### config.mk
export PLATFORM = sky130hd
export DESIGN_NAME = gtp_timer_group
export DESIGN_NICKNAME = d
export VERILOG_FILES = /design/src/hw/gtp_pkg.sv /design/src/hw/gtp_timer_unit.sv /design/src/hw/gtp_timer_group.sv
export SDC_FILE = /design/constraint.sdc
export NUM_CORES = 2
export LEC_CHECK = 0
export ABC_CLOCK_PERIOD_IN_PS = 5800
export BUFFER_PORTS_ARGS = -buffer_cell sky130_fd_sc_hd__buf_2
export CAP_MARGIN = 20
export CORE_ASPECT_RATIO = 1.75
export CORE_UTILIZATION = 40
export CTS_CLUSTER_SIZE = 16
export DETAILED_ROUTE_END_ITERATION = 10
export PLACE_DENSITY_LB_ADDON = 0.15
export SLEW_MARGIN = 20
export SYNTH_ARGS = -nofsm -noshare
export SYNTH_HDL_FRONTEND = slang
export SYNTH_SLANG_ARGS = --single-unit
export TNS_END_PERCENT = 20
### constraint.sdc
create_clock -name clk -period 5.8 [get_ports clk]
set_input_delay 1.16 -clock clk [delete_from_list [all_inputs] [get_ports clk]]
set_output_delay 1.16 -clock clk [all_outputs]
set_load 0.02 [all_outputs]
### src/hw/gtp_pkg.sv
`default_nettype none
package gtp_pkg;
  // ==========================================
  // Register map, byte offsets per timer group
  // ==========================================
  localparam logic [7:0] GTP_OFF_CFG         = 8'h00;
  localparam logic [7:0] GTP_OFF_SNAP_LO     = 8'h04;
  localparam logic [7:0] GTP_OFF_SNAP_HI     = 8'h08;
  localparam logic [7:0] GTP_OFF_SNAP_TRIG   = 8'h0C;
  localparam logic [7:0] GTP_OFF_ALARM_LO    = 8'h10;
  localparam logic [7:0] GTP_OFF_ALARM_HI    = 8'h14;
  localparam logic [7:0] GTP_OFF_RELOAD_LO   = 8'h18;
  localparam logic [7:0] GTP_OFF_RELOAD_HI   = 8'h1C;
  localparam logic [7:0] GTP_OFF_RELOAD_TRIG = 8'h20;
  localparam logic [7:0] GTP_TIMER_STRIDE    = 8'h24;
  localparam logic [7:0] GTP_OFF_INT_ENA     = 8'h98;
  localparam logic [7:0] GTP_OFF_INT_RAW     = 8'h9C;
  localparam logic [7:0] GTP_OFF_INT_ST      = 8'hA0;
  localparam logic [7:0] GTP_OFF_INT_CLR     = 8'hA4;
  // ==========================================
  // Config word field positions
  // ==========================================
  localparam int GTP_BIT_COUNT_EN  = 31;
  localparam int GTP_BIT_UP        = 30;
  localparam int GTP_BIT_AUTORLD   = 29;
  localparam int GTP_DIV_MSB       = 28;
  localparam int GTP_DIV_LSB       = 13;
  localparam int GTP_BIT_PULSE_EN  = 12;
  localparam int GTP_BIT_LEVEL_EN  = 11;
  localparam int GTP_BIT_ALARM_EN  = 10;
  // Interrupt flag positions
  localparam int GTP_IRQ_T0  = 0;
  localparam int GTP_IRQ_T1  = 1;
  localparam int GTP_IRQ_WDT = 2;
  // ==========================================
  // Reset values and fixed sizes
  // ==========================================
  localparam logic [15:0] GTP_DIV_RESET   = 16'h0001;
  localparam logic [31:0] GTP_WORD_RESET  = 32'h0000_0000;
  localparam logic [2:0]  GTP_IRQ_RESET   = 3'h0;
  localparam int          GTP_NUM_TIMERS  = 2;
  // Timer configuration carried as one bundle
  typedef struct packed {
    logic        count_enable;
    logic        count_up_select;
    logic        reload_on_alarm;
    logic [15:0] prescale_divisor;
    logic        alarm_pulse_irq_enable;
    logic        alarm_level_irq_enable;
    logic        alarm_enable;
  } gtp_cfg_t;
endpackage
`default_nettype wire

### src/hw/gtp_timer_unit.sv
`timescale 1ns/1ps
`default_nettype none
module gtp_timer_unit (
  // Clock and reset
  input  wire logic              clk,
  input  wire logic              rst_n,
  // Settings from the register file
  input  wire gtp_pkg::gtp_cfg_t cfg,
  input  wire logic [63:0]       reload_value,
  input  wire logic [63:0]       alarm_value,
  // Write strobes, one cycle each
  input  wire logic              instant_reload,
  input  wire logic              snapshot_trigger,
  // Results
  output logic [63:0]            snapshot,
  output logic                   alarm_event
);
  import gtp_pkg::*;

  logic [63:0] count;     // Time-base counter
  logic [15:0] pre_cnt;   // Prescaler phase
  logic        hit_d;     // Compare result, last cycle
  logic [15:0] div_m1;    // Decoded divisor minus one
  logic        tick;      // Prescaled tick
  logic        hit;       // Compare result now
  logic        alarm_now; // First cycle of a hit
  logic        auto_rld;  // Reload caused by alarm

  // ==========================================
  // Prescaler
  // ==========================================
  // 0 means 65536, 1 and 2 both mean 2
  assign div_m1 = (cfg.prescale_divisor == 16'h0001) ? 16'h0001 :
                  (cfg.prescale_divisor - 16'h0001);
  assign tick   = cfg.count_enable && (pre_cnt == div_m1);

  // Phase restarts while stopped so resume gives a full period
  always_ff @(posedge clk or negedge rst_n) begin
    if (!rst_n) begin
      pre_cnt <= 16'h0000;
    end else if (!cfg.count_enable || tick) begin
      pre_cnt <= 16'h0000;
    end else begin
      pre_cnt <= pre_cnt + 16'h0001;
    end
  end

  // ==========================================
  // Alarm compare
  // ==========================================
  // Overshoot counts too, so a late alarm value fires at once
  assign hit = cfg.alarm_enable &&
               (cfg.count_up_select ? (count >= alarm_value)
                                    : (count <= alarm_value));
  assign alarm_now = hit && !hit_d;
  assign auto_rld  = alarm_now && cfg.reload_on_alarm;

  // Event on the rising compare, so a parked overshoot fires once
  always_ff @(posedge clk or negedge rst_n) begin
    if (!rst_n) begin
      hit_d       <= 1'b0;
      alarm_event <= 1'b0;
    end else begin
      hit_d       <= hit;
      alarm_event <= alarm_now;
    end
  end

  // ==========================================
  // Counter: reload beats counting
  // ==========================================
  always_ff @(posedge clk or negedge rst_n) begin
    if (!rst_n) begin
      count <= 64'h0000_0000_0000_0000;
    end else if (instant_reload || auto_rld) begin
      count <= reload_value;
    end else if (tick) begin
      count <= cfg.count_up_select ? count + 64'h1 : count - 64'h1;
    end
  end

  // Snapshot holds until the next trigger
  always_ff @(posedge clk or negedge rst_n) begin
    if (!rst_n) begin
      snapshot <= 64'h0000_0000_0000_0000;
    end else if (snapshot_trigger) begin
      snapshot <= count;
    end
  end
endmodule // gtp_timer_unit
`default_nettype wire

### src/hw/gtp_timer_group.sv
`timescale 1ns/1ps
`default_nettype none
module gtp_timer_group (
  // Clock and reset
  input  wire logic        clk,
  input  wire logic        rst_n,
  // Avalon-MM slave
  input  wire logic [7:0]  address,
  input  wire logic        read,
  input  wire logic        write,
  input  wire logic [31:0] writedata,
  input  wire logic [3:0]  byteenable,
  output logic [31:0]      readdata,
  output logic             waitrequest,
  // Watchdog stage timeout, same clock
  input  wire logic        wdt_stage_timeout,
  // Interrupt lines
  output logic [1:0]       alarm_level_irq,
  output logic [1:0]       alarm_pulse_irq,
  output logic             watchdog_irq
);
  import gtp_pkg::*;

  // ==========================================
  // Bus handshake
  // ==========================================
  logic        accept;        // Edge where the master samples the answer
  logic        wr_acc;        // Write takes effect now
  logic [31:0] next_readdata; // Read data chosen at request
  logic [31:0] be_mask;       // Byte lanes as bit mask

  assign accept = (read || write) && !waitrequest;
  assign wr_acc = write && accept;
  assign be_mask = {{8{byteenable[3]}}, {8{byteenable[2]}},
                    {8{byteenable[1]}}, {8{byteenable[0]}}};

  // One wait cycle per access; read data are ready with the low waitrequest
  always_ff @(posedge clk or negedge rst_n) begin
    if (!rst_n) begin
      waitrequest <= 1'b1;
    end else if ((read || write) && waitrequest) begin
      waitrequest <= 1'b0;
    end else begin
      waitrequest <= 1'b1;
    end
  end

  // Read data captured in the wait cycle, held until the next read
  always_ff @(posedge clk or negedge rst_n) begin
    if (!rst_n) begin
      readdata <= GTP_WORD_RESET;
    end else if (read && waitrequest) begin
      readdata <= next_readdata;
    end
  end

  // ==========================================
  // Interrupt flags
  // ==========================================
  logic [2:0] irq_raw;    // Sticky raw flags
  logic [2:0] irq_ena;    // Per-flag enable
  logic [2:0] irq_set;    // Events this cycle
  logic [2:0] irq_clr;    // Write-one clears this cycle
  logic [2:0] irq_st;     // Masked view
  logic [1:0] alarm_evt;  // Alarm events from the timers

  assign irq_set = {wdt_stage_timeout, alarm_evt};
  assign irq_clr = (wr_acc && address == GTP_OFF_INT_CLR) ?
                   (writedata[2:0] & be_mask[2:0]) : 3'h0;
  assign irq_st  = irq_raw & irq_ena;

  // A set in the same cycle as its clear survives
  always_ff @(posedge clk or negedge rst_n) begin
    if (!rst_n) begin
      irq_raw <= GTP_IRQ_RESET;
    end else begin
      irq_raw <= (irq_raw & ~irq_clr) | irq_set;
    end
  end

  // Interrupt enable register
  always_ff @(posedge clk or negedge rst_n) begin
    if (!rst_n) begin
      irq_ena <= GTP_IRQ_RESET;
    end else if (wr_acc && address == GTP_OFF_INT_ENA) begin
      irq_ena <= (irq_ena & ~be_mask[2:0]) | (writedata[2:0] & be_mask[2:0]);
    end
  end

  // ==========================================
  // Per-timer registers and units
  // ==========================================
  gtp_cfg_t    cfg      [GTP_NUM_TIMERS]; // Decoded config
  logic [31:0] cfg_word [GTP_NUM_TIMERS]; // Config as stored
  logic [63:0] alarm_v  [GTP_NUM_TIMERS]; // Alarm compare value
  logic [63:0] reload_v [GTP_NUM_TIMERS]; // Load value
  logic [63:0] snap     [GTP_NUM_TIMERS]; // Snapshot words
  logic [1:0]  lvl_next;                  // Level lines next value
  logic [1:0]  pls_next;                  // Pulse lines next value

  genvar t;
  generate
    for (t = 0; t < GTP_NUM_TIMERS; t++) begin : g_timer
      localparam logic [7:0] BASE = 8'(t * GTP_TIMER_STRIDE);
      logic wr_cfg;  // Config write
      logic wr_alo;  // Alarm low write
      logic wr_ahi;  // Alarm high write
      logic wr_rlo;  // Load low write
      logic wr_rhi;  // Load high write
      logic rld_go;  // Instant reload strobe
      logic snp_go;  // Snapshot strobe

      assign wr_cfg = wr_acc && (address == BASE + GTP_OFF_CFG);
      assign wr_alo = wr_acc && (address == BASE + GTP_OFF_ALARM_LO);
      assign wr_ahi = wr_acc && (address == BASE + GTP_OFF_ALARM_HI);
      assign wr_rlo = wr_acc && (address == BASE + GTP_OFF_RELOAD_LO);
      assign wr_rhi = wr_acc && (address == BASE + GTP_OFF_RELOAD_HI);
      // Any value written fires the strobe; byte lanes do not matter
      assign rld_go = wr_acc && (address == BASE + GTP_OFF_RELOAD_TRIG);
      assign snp_go = wr_acc && (address == BASE + GTP_OFF_SNAP_TRIG);

      // Config fields unpacked from the stored word
      assign cfg[t].count_enable           = cfg_word[t][GTP_BIT_COUNT_EN];
      assign cfg[t].count_up_select        = cfg_word[t][GTP_BIT_UP];
      assign cfg[t].reload_on_alarm        = cfg_word[t][GTP_BIT_AUTORLD];
      assign cfg[t].prescale_divisor       = cfg_word[t][GTP_DIV_MSB:GTP_DIV_LSB];
      assign cfg[t].alarm_pulse_irq_enable = cfg_word[t][GTP_BIT_PULSE_EN];
      assign cfg[t].alarm_level_irq_enable = cfg_word[t][GTP_BIT_LEVEL_EN];
      assign cfg[t].alarm_enable           = cfg_word[t][GTP_BIT_ALARM_EN];

      // Writable words; load value writes only store, the counter takes them on a reload
      always_ff @(posedge clk or negedge rst_n) begin
        if (!rst_n) begin
          cfg_word[t] <= {GTP_WORD_RESET[31:29], GTP_DIV_RESET, GTP_WORD_RESET[12:0]};
          alarm_v[t]  <= {GTP_WORD_RESET, GTP_WORD_RESET};
          reload_v[t] <= {GTP_WORD_RESET, GTP_WORD_RESET};
        end else begin
          if (wr_cfg) begin
            cfg_word[t] <= (cfg_word[t] & ~be_mask) | (writedata & be_mask);
          end
          if (wr_alo) begin
            alarm_v[t][31:0] <= (alarm_v[t][31:0] & ~be_mask) | (writedata & be_mask);
          end
          if (wr_ahi) begin
            alarm_v[t][63:32] <= (alarm_v[t][63:32] & ~be_mask) | (writedata & be_mask);
          end
          if (wr_rlo) begin
            reload_v[t][31:0] <= (reload_v[t][31:0] & ~be_mask) | (writedata & be_mask);
          end
          if (wr_rhi) begin
            reload_v[t][63:32] <= (reload_v[t][63:32] & ~be_mask) | (writedata & be_mask);
          end
        end
      end

      // Counter, prescaler, compare and snapshot
      gtp_timer_unit u_unit (
        .clk              (clk),
        .rst_n            (rst_n),
        .cfg              (cfg[t]),
        .reload_value     (reload_v[t]),
        .alarm_value      (alarm_v[t]),
        .instant_reload   (rld_go),
        .snapshot_trigger (snp_go),
        .snapshot         (snap[t]),
        .alarm_event      (alarm_evt[t])
      );

      // Level line follows the sticky flag; pulse line mirrors the event
      assign lvl_next[t] = irq_raw[t] && cfg[t].alarm_level_irq_enable;
      assign pls_next[t] = alarm_evt[t] && cfg[t].alarm_pulse_irq_enable;
    end
  endgenerate

  // ==========================================
  // Interrupt output registers
  // ==========================================
  always_ff @(posedge clk or negedge rst_n) begin
    if (!rst_n) begin
      alarm_level_irq <= 2'h0;
      alarm_pulse_irq <= 2'h0;
      watchdog_irq    <= 1'b0;
    end else begin
      alarm_level_irq <= lvl_next;
      alarm_pulse_irq <= pls_next;
      watchdog_irq    <= irq_st[GTP_IRQ_WDT];
    end
  end

  // ==========================================
  // Read selection
  // ==========================================
  // Unmapped and write-only addresses read as zero
  always_comb begin
    next_readdata = GTP_WORD_RESET;
    case (address)
      GTP_OFF_CFG:                          next_readdata = cfg_word[0];
      GTP_OFF_SNAP_LO:                      next_readdata = snap[0][31:0];
      GTP_OFF_SNAP_HI:                      next_readdata = snap[0][63:32];
      GTP_OFF_ALARM_LO:                     next_readdata = alarm_v[0][31:0];
      GTP_OFF_ALARM_HI:                     next_readdata = alarm_v[0][63:32];
      GTP_OFF_RELOAD_LO:                    next_readdata = reload_v[0][31:0];
      GTP_OFF_RELOAD_HI:                    next_readdata = reload_v[0][63:32];
      GTP_TIMER_STRIDE + GTP_OFF_CFG:       next_readdata = cfg_word[1];
      GTP_TIMER_STRIDE + GTP_OFF_SNAP_LO:   next_readdata = snap[1][31:0];
      GTP_TIMER_STRIDE + GTP_OFF_SNAP_HI:   next_readdata = snap[1][63:32];
      GTP_TIMER_STRIDE + GTP_OFF_ALARM_LO:  next_readdata = alarm_v[1][31:0];
      GTP_TIMER_STRIDE + GTP_OFF_ALARM_HI:  next_readdata = alarm_v[1][63:32];
      GTP_TIMER_STRIDE + GTP_OFF_RELOAD_LO: next_readdata = reload_v[1][31:0];
      GTP_TIMER_STRIDE + GTP_OFF_RELOAD_HI: next_readdata = reload_v[1][63:32];
      GTP_OFF_INT_ENA:                      next_readdata = {29'h0000_0000, irq_ena};
      GTP_OFF_INT_RAW:                      next_readdata = {29'h0000_0000, irq_raw};
      GTP_OFF_INT_ST:                       next_readdata = {29'h0000_0000, irq_st};
      default:                              next_readdata = GTP_WORD_RESET;
    endcase
  end
endmodule // gtp_timer_group
`default_nettype wire

# Word level (Yosys, flattened, before mapping)
# Cells that the tools add are included.
[classes]
eq_ne = 25
muxes = 15
n_bitwise = 30
reduce_logical = 45
magnitude_cmp = 4
add_sub_neg = 8
[ops]
columns = ["op", "count"]
rows = [
  ["$pmux W32 S17", 1],
  ["$mux W64", 6],
  ["$and A32 B32 Y32", 11],
  ["$or A32 B32 Y32", 10],
  ["$add A64 B1 Y64 const B", 2],
  ["$ge A64 B64 Y1", 2],
  ["$le A64 B64 Y1", 2],
  ["$sub A64 B1 Y64 const B", 2],
  ["$eq A8 B6 Y1 const B", 8],
  ["$mux W16", 4],
  ["$add A16 B1 Y16 const B", 2],
  ["$eq A16 B1 Y1 const B", 2],
  ["$eq A16 B16 Y1", 2],
  ["$eq A8 B5 Y1 const B", 4],
  ["$eq A8 B8 Y1 const B", 4],
  ["$logic_and A1 B1 Y1", 32],
  ["$not A32 Y32", 1],
  ["$sub A16 B1 Y16 const B", 2],
  ["$eq A8 B4 Y1 const B", 2],
  ["$eq A8 B7 Y1 const B", 2],
  ["$and A3 B3 Y3", 4],
  ["$eq A8 B3 Y1 const B", 1],
  ["$logic_not A8 Y1", 1],
  ["$not A3 Y3", 2],
  ["6 further kinds", 18],
]
[word_totals]
wordCells = 154
regBits = 656

# Depth between registers and ports, before layout
[depth]
ltp_word = 8
ltp_mapped = 18
depth_no_buf = 14

# Cells and area by module
# From an unflattened synthesis, not the netlist that was laid out.
[hier_totals]
hier_cells = 4221
hier_area_um2 = 41741.3
[by_module_without_submodules]
columns = ["module", "area_each_um2", "cells_each", "instances"]
rows = [
  ["gtp_timer_group", 17755.8, 1410, 1],
  ["gtp_timer_unit at g_timer[1].u_unit", 12001.5, 1410, 1],
  ["gtp_timer_unit at g_timer[0].u_unit", 11984.0, 1401, 1],
]

# Least setup slack after synthesis
# OpenSTA, ideal clock, no wires.
[synth_path]
path_type = "register -> register"
start = "reg (tool-made name)"
end = "reg g_timer[1].u_unit.count[56]"
synth_period_minus_slack_ps = 4693
path_stages_with_launch = 15
path_buffers = 0
arrival_time_ps = 4611
setup_slack_ps = 1107
setup_ps = 82
cell_sequence = "dfrtp_1 > inv_1 > ha_1 > a21o_1 > a31o_2 > a21oi_1 > o31a_1 > o211ai_1 > a221oi_1 > o21ai_1 > a2bb2oi_1 > a41oi_2 > nor3_1 > mux2_2 > a31oi_1"
[synth_lines]
columns = ["element", "line", "rtl"]
rows = [
  ["end signal: assignment", "gtp_timer_unit.sv:76", "count <= reload_value;"],
  ["end signal: assignment", "gtp_timer_unit.sv:78", "count <= cfg.count_up_select ? count + 64'h1 : count - 64'h1;"],
  ["end: declaration", "gtp_timer_unit.sv:20", "logic [63:0] count;"],
]

==> qor.csv <==
stage,metric,value,unit
outcome,status,"finished, final reports clean",
route,drt_wl_total,150,mm
sta,max_freq,0.210,GHz
route,drtAntennaViolNets,0,
cts,clockRootBuffer,clkbuf_16,
setup_path,slowest_delay,0.60,ns
cells_and_area,final_layout_size_suffix_gt1_frac,0.192,
global_routing,grt_pass1_vias,32500,
cts,cts_setup_buffers,0,
logic_synthesis,avgSynthCellArea,10.2,µm²
logic_synthesis,syn-cell-area,39800,µm²
setup_path,cp.required,6.37,ns
power_and_ir_drop,power_density,258,nW/µm²
sta,worst_hold_slack,0.419,ns
setup_path,crit_type,flip-flop to flip-flop,
power_and_ir_drop,cell_internal_pwr,8070,µW
cts,insertion_delay,0.67,ns
cts,ctsHoldBuffers,0,
cts,cts_resized,0,
logic_synthesis,syn_inst,3901,
worst_hold_path,hp-class,primary input to asynchronous set/reset pin,
cells_and_area,areaGrowthSynthToFinish,11.0,%
cts,cts.sinks,656,
place,portBuffers,86,
setup_path,slowest_stage,a221oi_1,
cts,path_clk_slew,0.07,ns
cells_and_area,fillCellCount,9478,
die,die_h,419,µm
run,drv_cap,0,
die,start_util,0.404,
logic_synthesis,synth_top_area_cell,dfrtp_1,
setup_path,cp_top_family,compound AO/OA/AOI/OAI gates,
setup_path,endpoint_kind,flip-flop,
global_routing,gr-usage-all-layers,0.301,
power_and_ir_drop,p_total,11400,µW
logic_synthesis,synth_seq_cells,656,
route,drtIter0Drc,2427,
place,routabilityCongestion,0.977,
cts,clock_path_buffers,3,
logic_synthesis,synth.most_common_cell,dfrtp_1,
die,ios,87,
logic_synthesis,syn_nets,4210,
sta,fin_crit_sh,0.821,
cells_and_area,nNetsFinal,4232,
logic_synthesis,ys_seq_area_frac,0.413,
sta,maxSlewHeadroom,0.260,
sta,clock-skew-final,0.0381,ns
global_routing,grt_max_degree,182,
route,drc,0,
sta,rsz0062_at_grt,no,
cts,htreeDepth,3,
sta,drv_slew,0,
setup_path,crit_chain,inv_2 > fa_1 > a21o_1 > a31o_2 > a21oi_1 > o31a_1 > o211ai_1 > a221oi_1 > o21ai_1 > a2bb2oi_1 > a41oi_2 > nor3_1 > mux2_2 > a31oi_1,
power_and_ir_drop,switching_share,0.292,
power_and_ir_drop,p_switching,3330,µW
die,die_area,101000,µm²
setup_path,cp.arrival,5.33,ns
logic_synthesis,synth-edff-count,0,
setup_path,cp-start-kind,flip-flop,
power_and_ir_drop,clkPwrFrac,0.417,
setup_path,cp_num_buf_inv,1,
route,vias,32100,
cells_and_area,finalNonFillerCells,5289,
die,core,98300,µm²
route,post_drt_wl_per_cell,28.4,µm
sta,worstMarginPinSlew,1.11,ns
route,first_pass_iters,5,
logic_synthesis,synth_commonest_cells,"dfrtp_1, mux2_2, a21oi_1",
power_and_ir_drop,seq_power_share,0.423,
logic_synthesis,synth_top_area_share,0.411,
power_and_ir_drop,pwr-share-comb,0.160,
die,dieWidth,240,µm
sta,period_minus_slack,4.76,ns
sta,setup_viol,0,
setup_path,path_max_fanout,21,
route,viasPerCell,6.06,
global_routing,grt_pass1_wl,221,mm
die,row_count,152,
logic_synthesis,synthArstFlopShare,1.00,
sta,tns,0,ns
global_routing,grt_antenna_before_repair,3,
logic_synthesis,ys_types,81,
power_and_ir_drop,p_leak,0.0208,µW
logic_synthesis,yosys_warnings,0,
power_and_ir_drop,ir_drop,0.000242,V
global_routing,overflow,0,
place,place_hpwl,115,mm
logic_synthesis,synth_ff_type,dfrtp_1,
place,dp_cells,5159,
cts,cts_tree,yes,
sta,finalHoldViolations,0,
cts,numCtsBuffers,70,
logic_synthesis,synthTopCellsByArea,"dfrtp_1, mux2_2, ha_1, a21oi_1, nor2_1",
[layout by cell type, fill, tap and decap left out, types with 77 or more instances in the layout]
cell type	n
xnor2_1	115
a21oi_1	327
nand2_1	242
nor2_1	260
ha_1	258
a221oi_1	77
dfrtp_1	653
inv_1	167
buf_2	85
o21ai_0	120
mux2_2	451
xor2_1	77
mux2i_1	94
a21o_1	118
a22oi_1	116
[routing by layer]
| metal | vias up | global-route usage | wire (µm) |
|---|---|---|---|
| met4 | 2 | 0.167 | 9050 |
| met1 | 16400 | 0.361 | 59700 |
| met3 | 299 | 0.0394 | 7030 |
| li1 | 14400 | - | - |
| met2 | 1018 | 0.516 | 74300 |
| met5 | - | 0 | 13 |
[path summary, 6_finish.rpt]
check | from | to | slack (ns) | cells past startpoint
max | flip-flop | g_timer[1].u_unit.count[56] | 1.04 | 14
min | rst_n | g_timer[1].u_unit.count[33] | 0.42 | 1
max reg2reg | flip-flop | g_timer[1].u_unit.count[56] | 1.04 | 14
min reg2reg | g_timer[1].u_unit.hit_d | g_timer[1].u_unit.alarm_event | 0.44 | 1
max in group asynchronous | rst_n | g_timer[0].u_unit.snapshot[42] | 3.94 | 3
min in group clk | g_timer[1].u_unit.hit_d | g_timer[1].u_unit.alarm_event | 0.44 | 1
[power groups by stage]
stage,Clock (µW),Combinational [µW],Sequential [µW]
after floorplan,0,1170,4830
after detailed placement,0,1800,4910
after CTS,4830,1820,4820
after global routing,5000,1980,4830
after global placement,0,1810,4910
final,4760,1820,4820
[per-stage QoR]
step / utilization / instance area (µm²) / setup WS, ns
floorplan: - / 39800 / 1.11
global placement: 0.425 / 41700 / 1.16
detailed placement: 0.425 / 41700 / 1.18
CTS: 0.449 / 44100 / 1.12
global route: 0.449 / 44100 / 0.758
finish: 0.449 / 44100 / 1.04
[cells by family after synthesis]
family / synth area share
AOI/OAI and AO/OA: 0.172
muxes: 0.151
adders and majority gates: 0.0822
DFF: 0.413
buffers and inverters: 0.0379
and+or+nand+nor: 0.101
xor gates and xnor gates: 0.0423
[layout make-up]
cell class	count	area [µm²]	area share
clock buffer	104	2110	0.0479
tap	1309	1640	0.0371
antenna	2	5.00	0.000113
multi-input combinational	2875	21900	0.497
inverter	170	643	0.0146
clock inverter	23	251	0.00570
sequential	656	16400	0.372
timing repair buffer	150	1130	0.0256
Note: power is estimated with default switching activity, not from simulation.
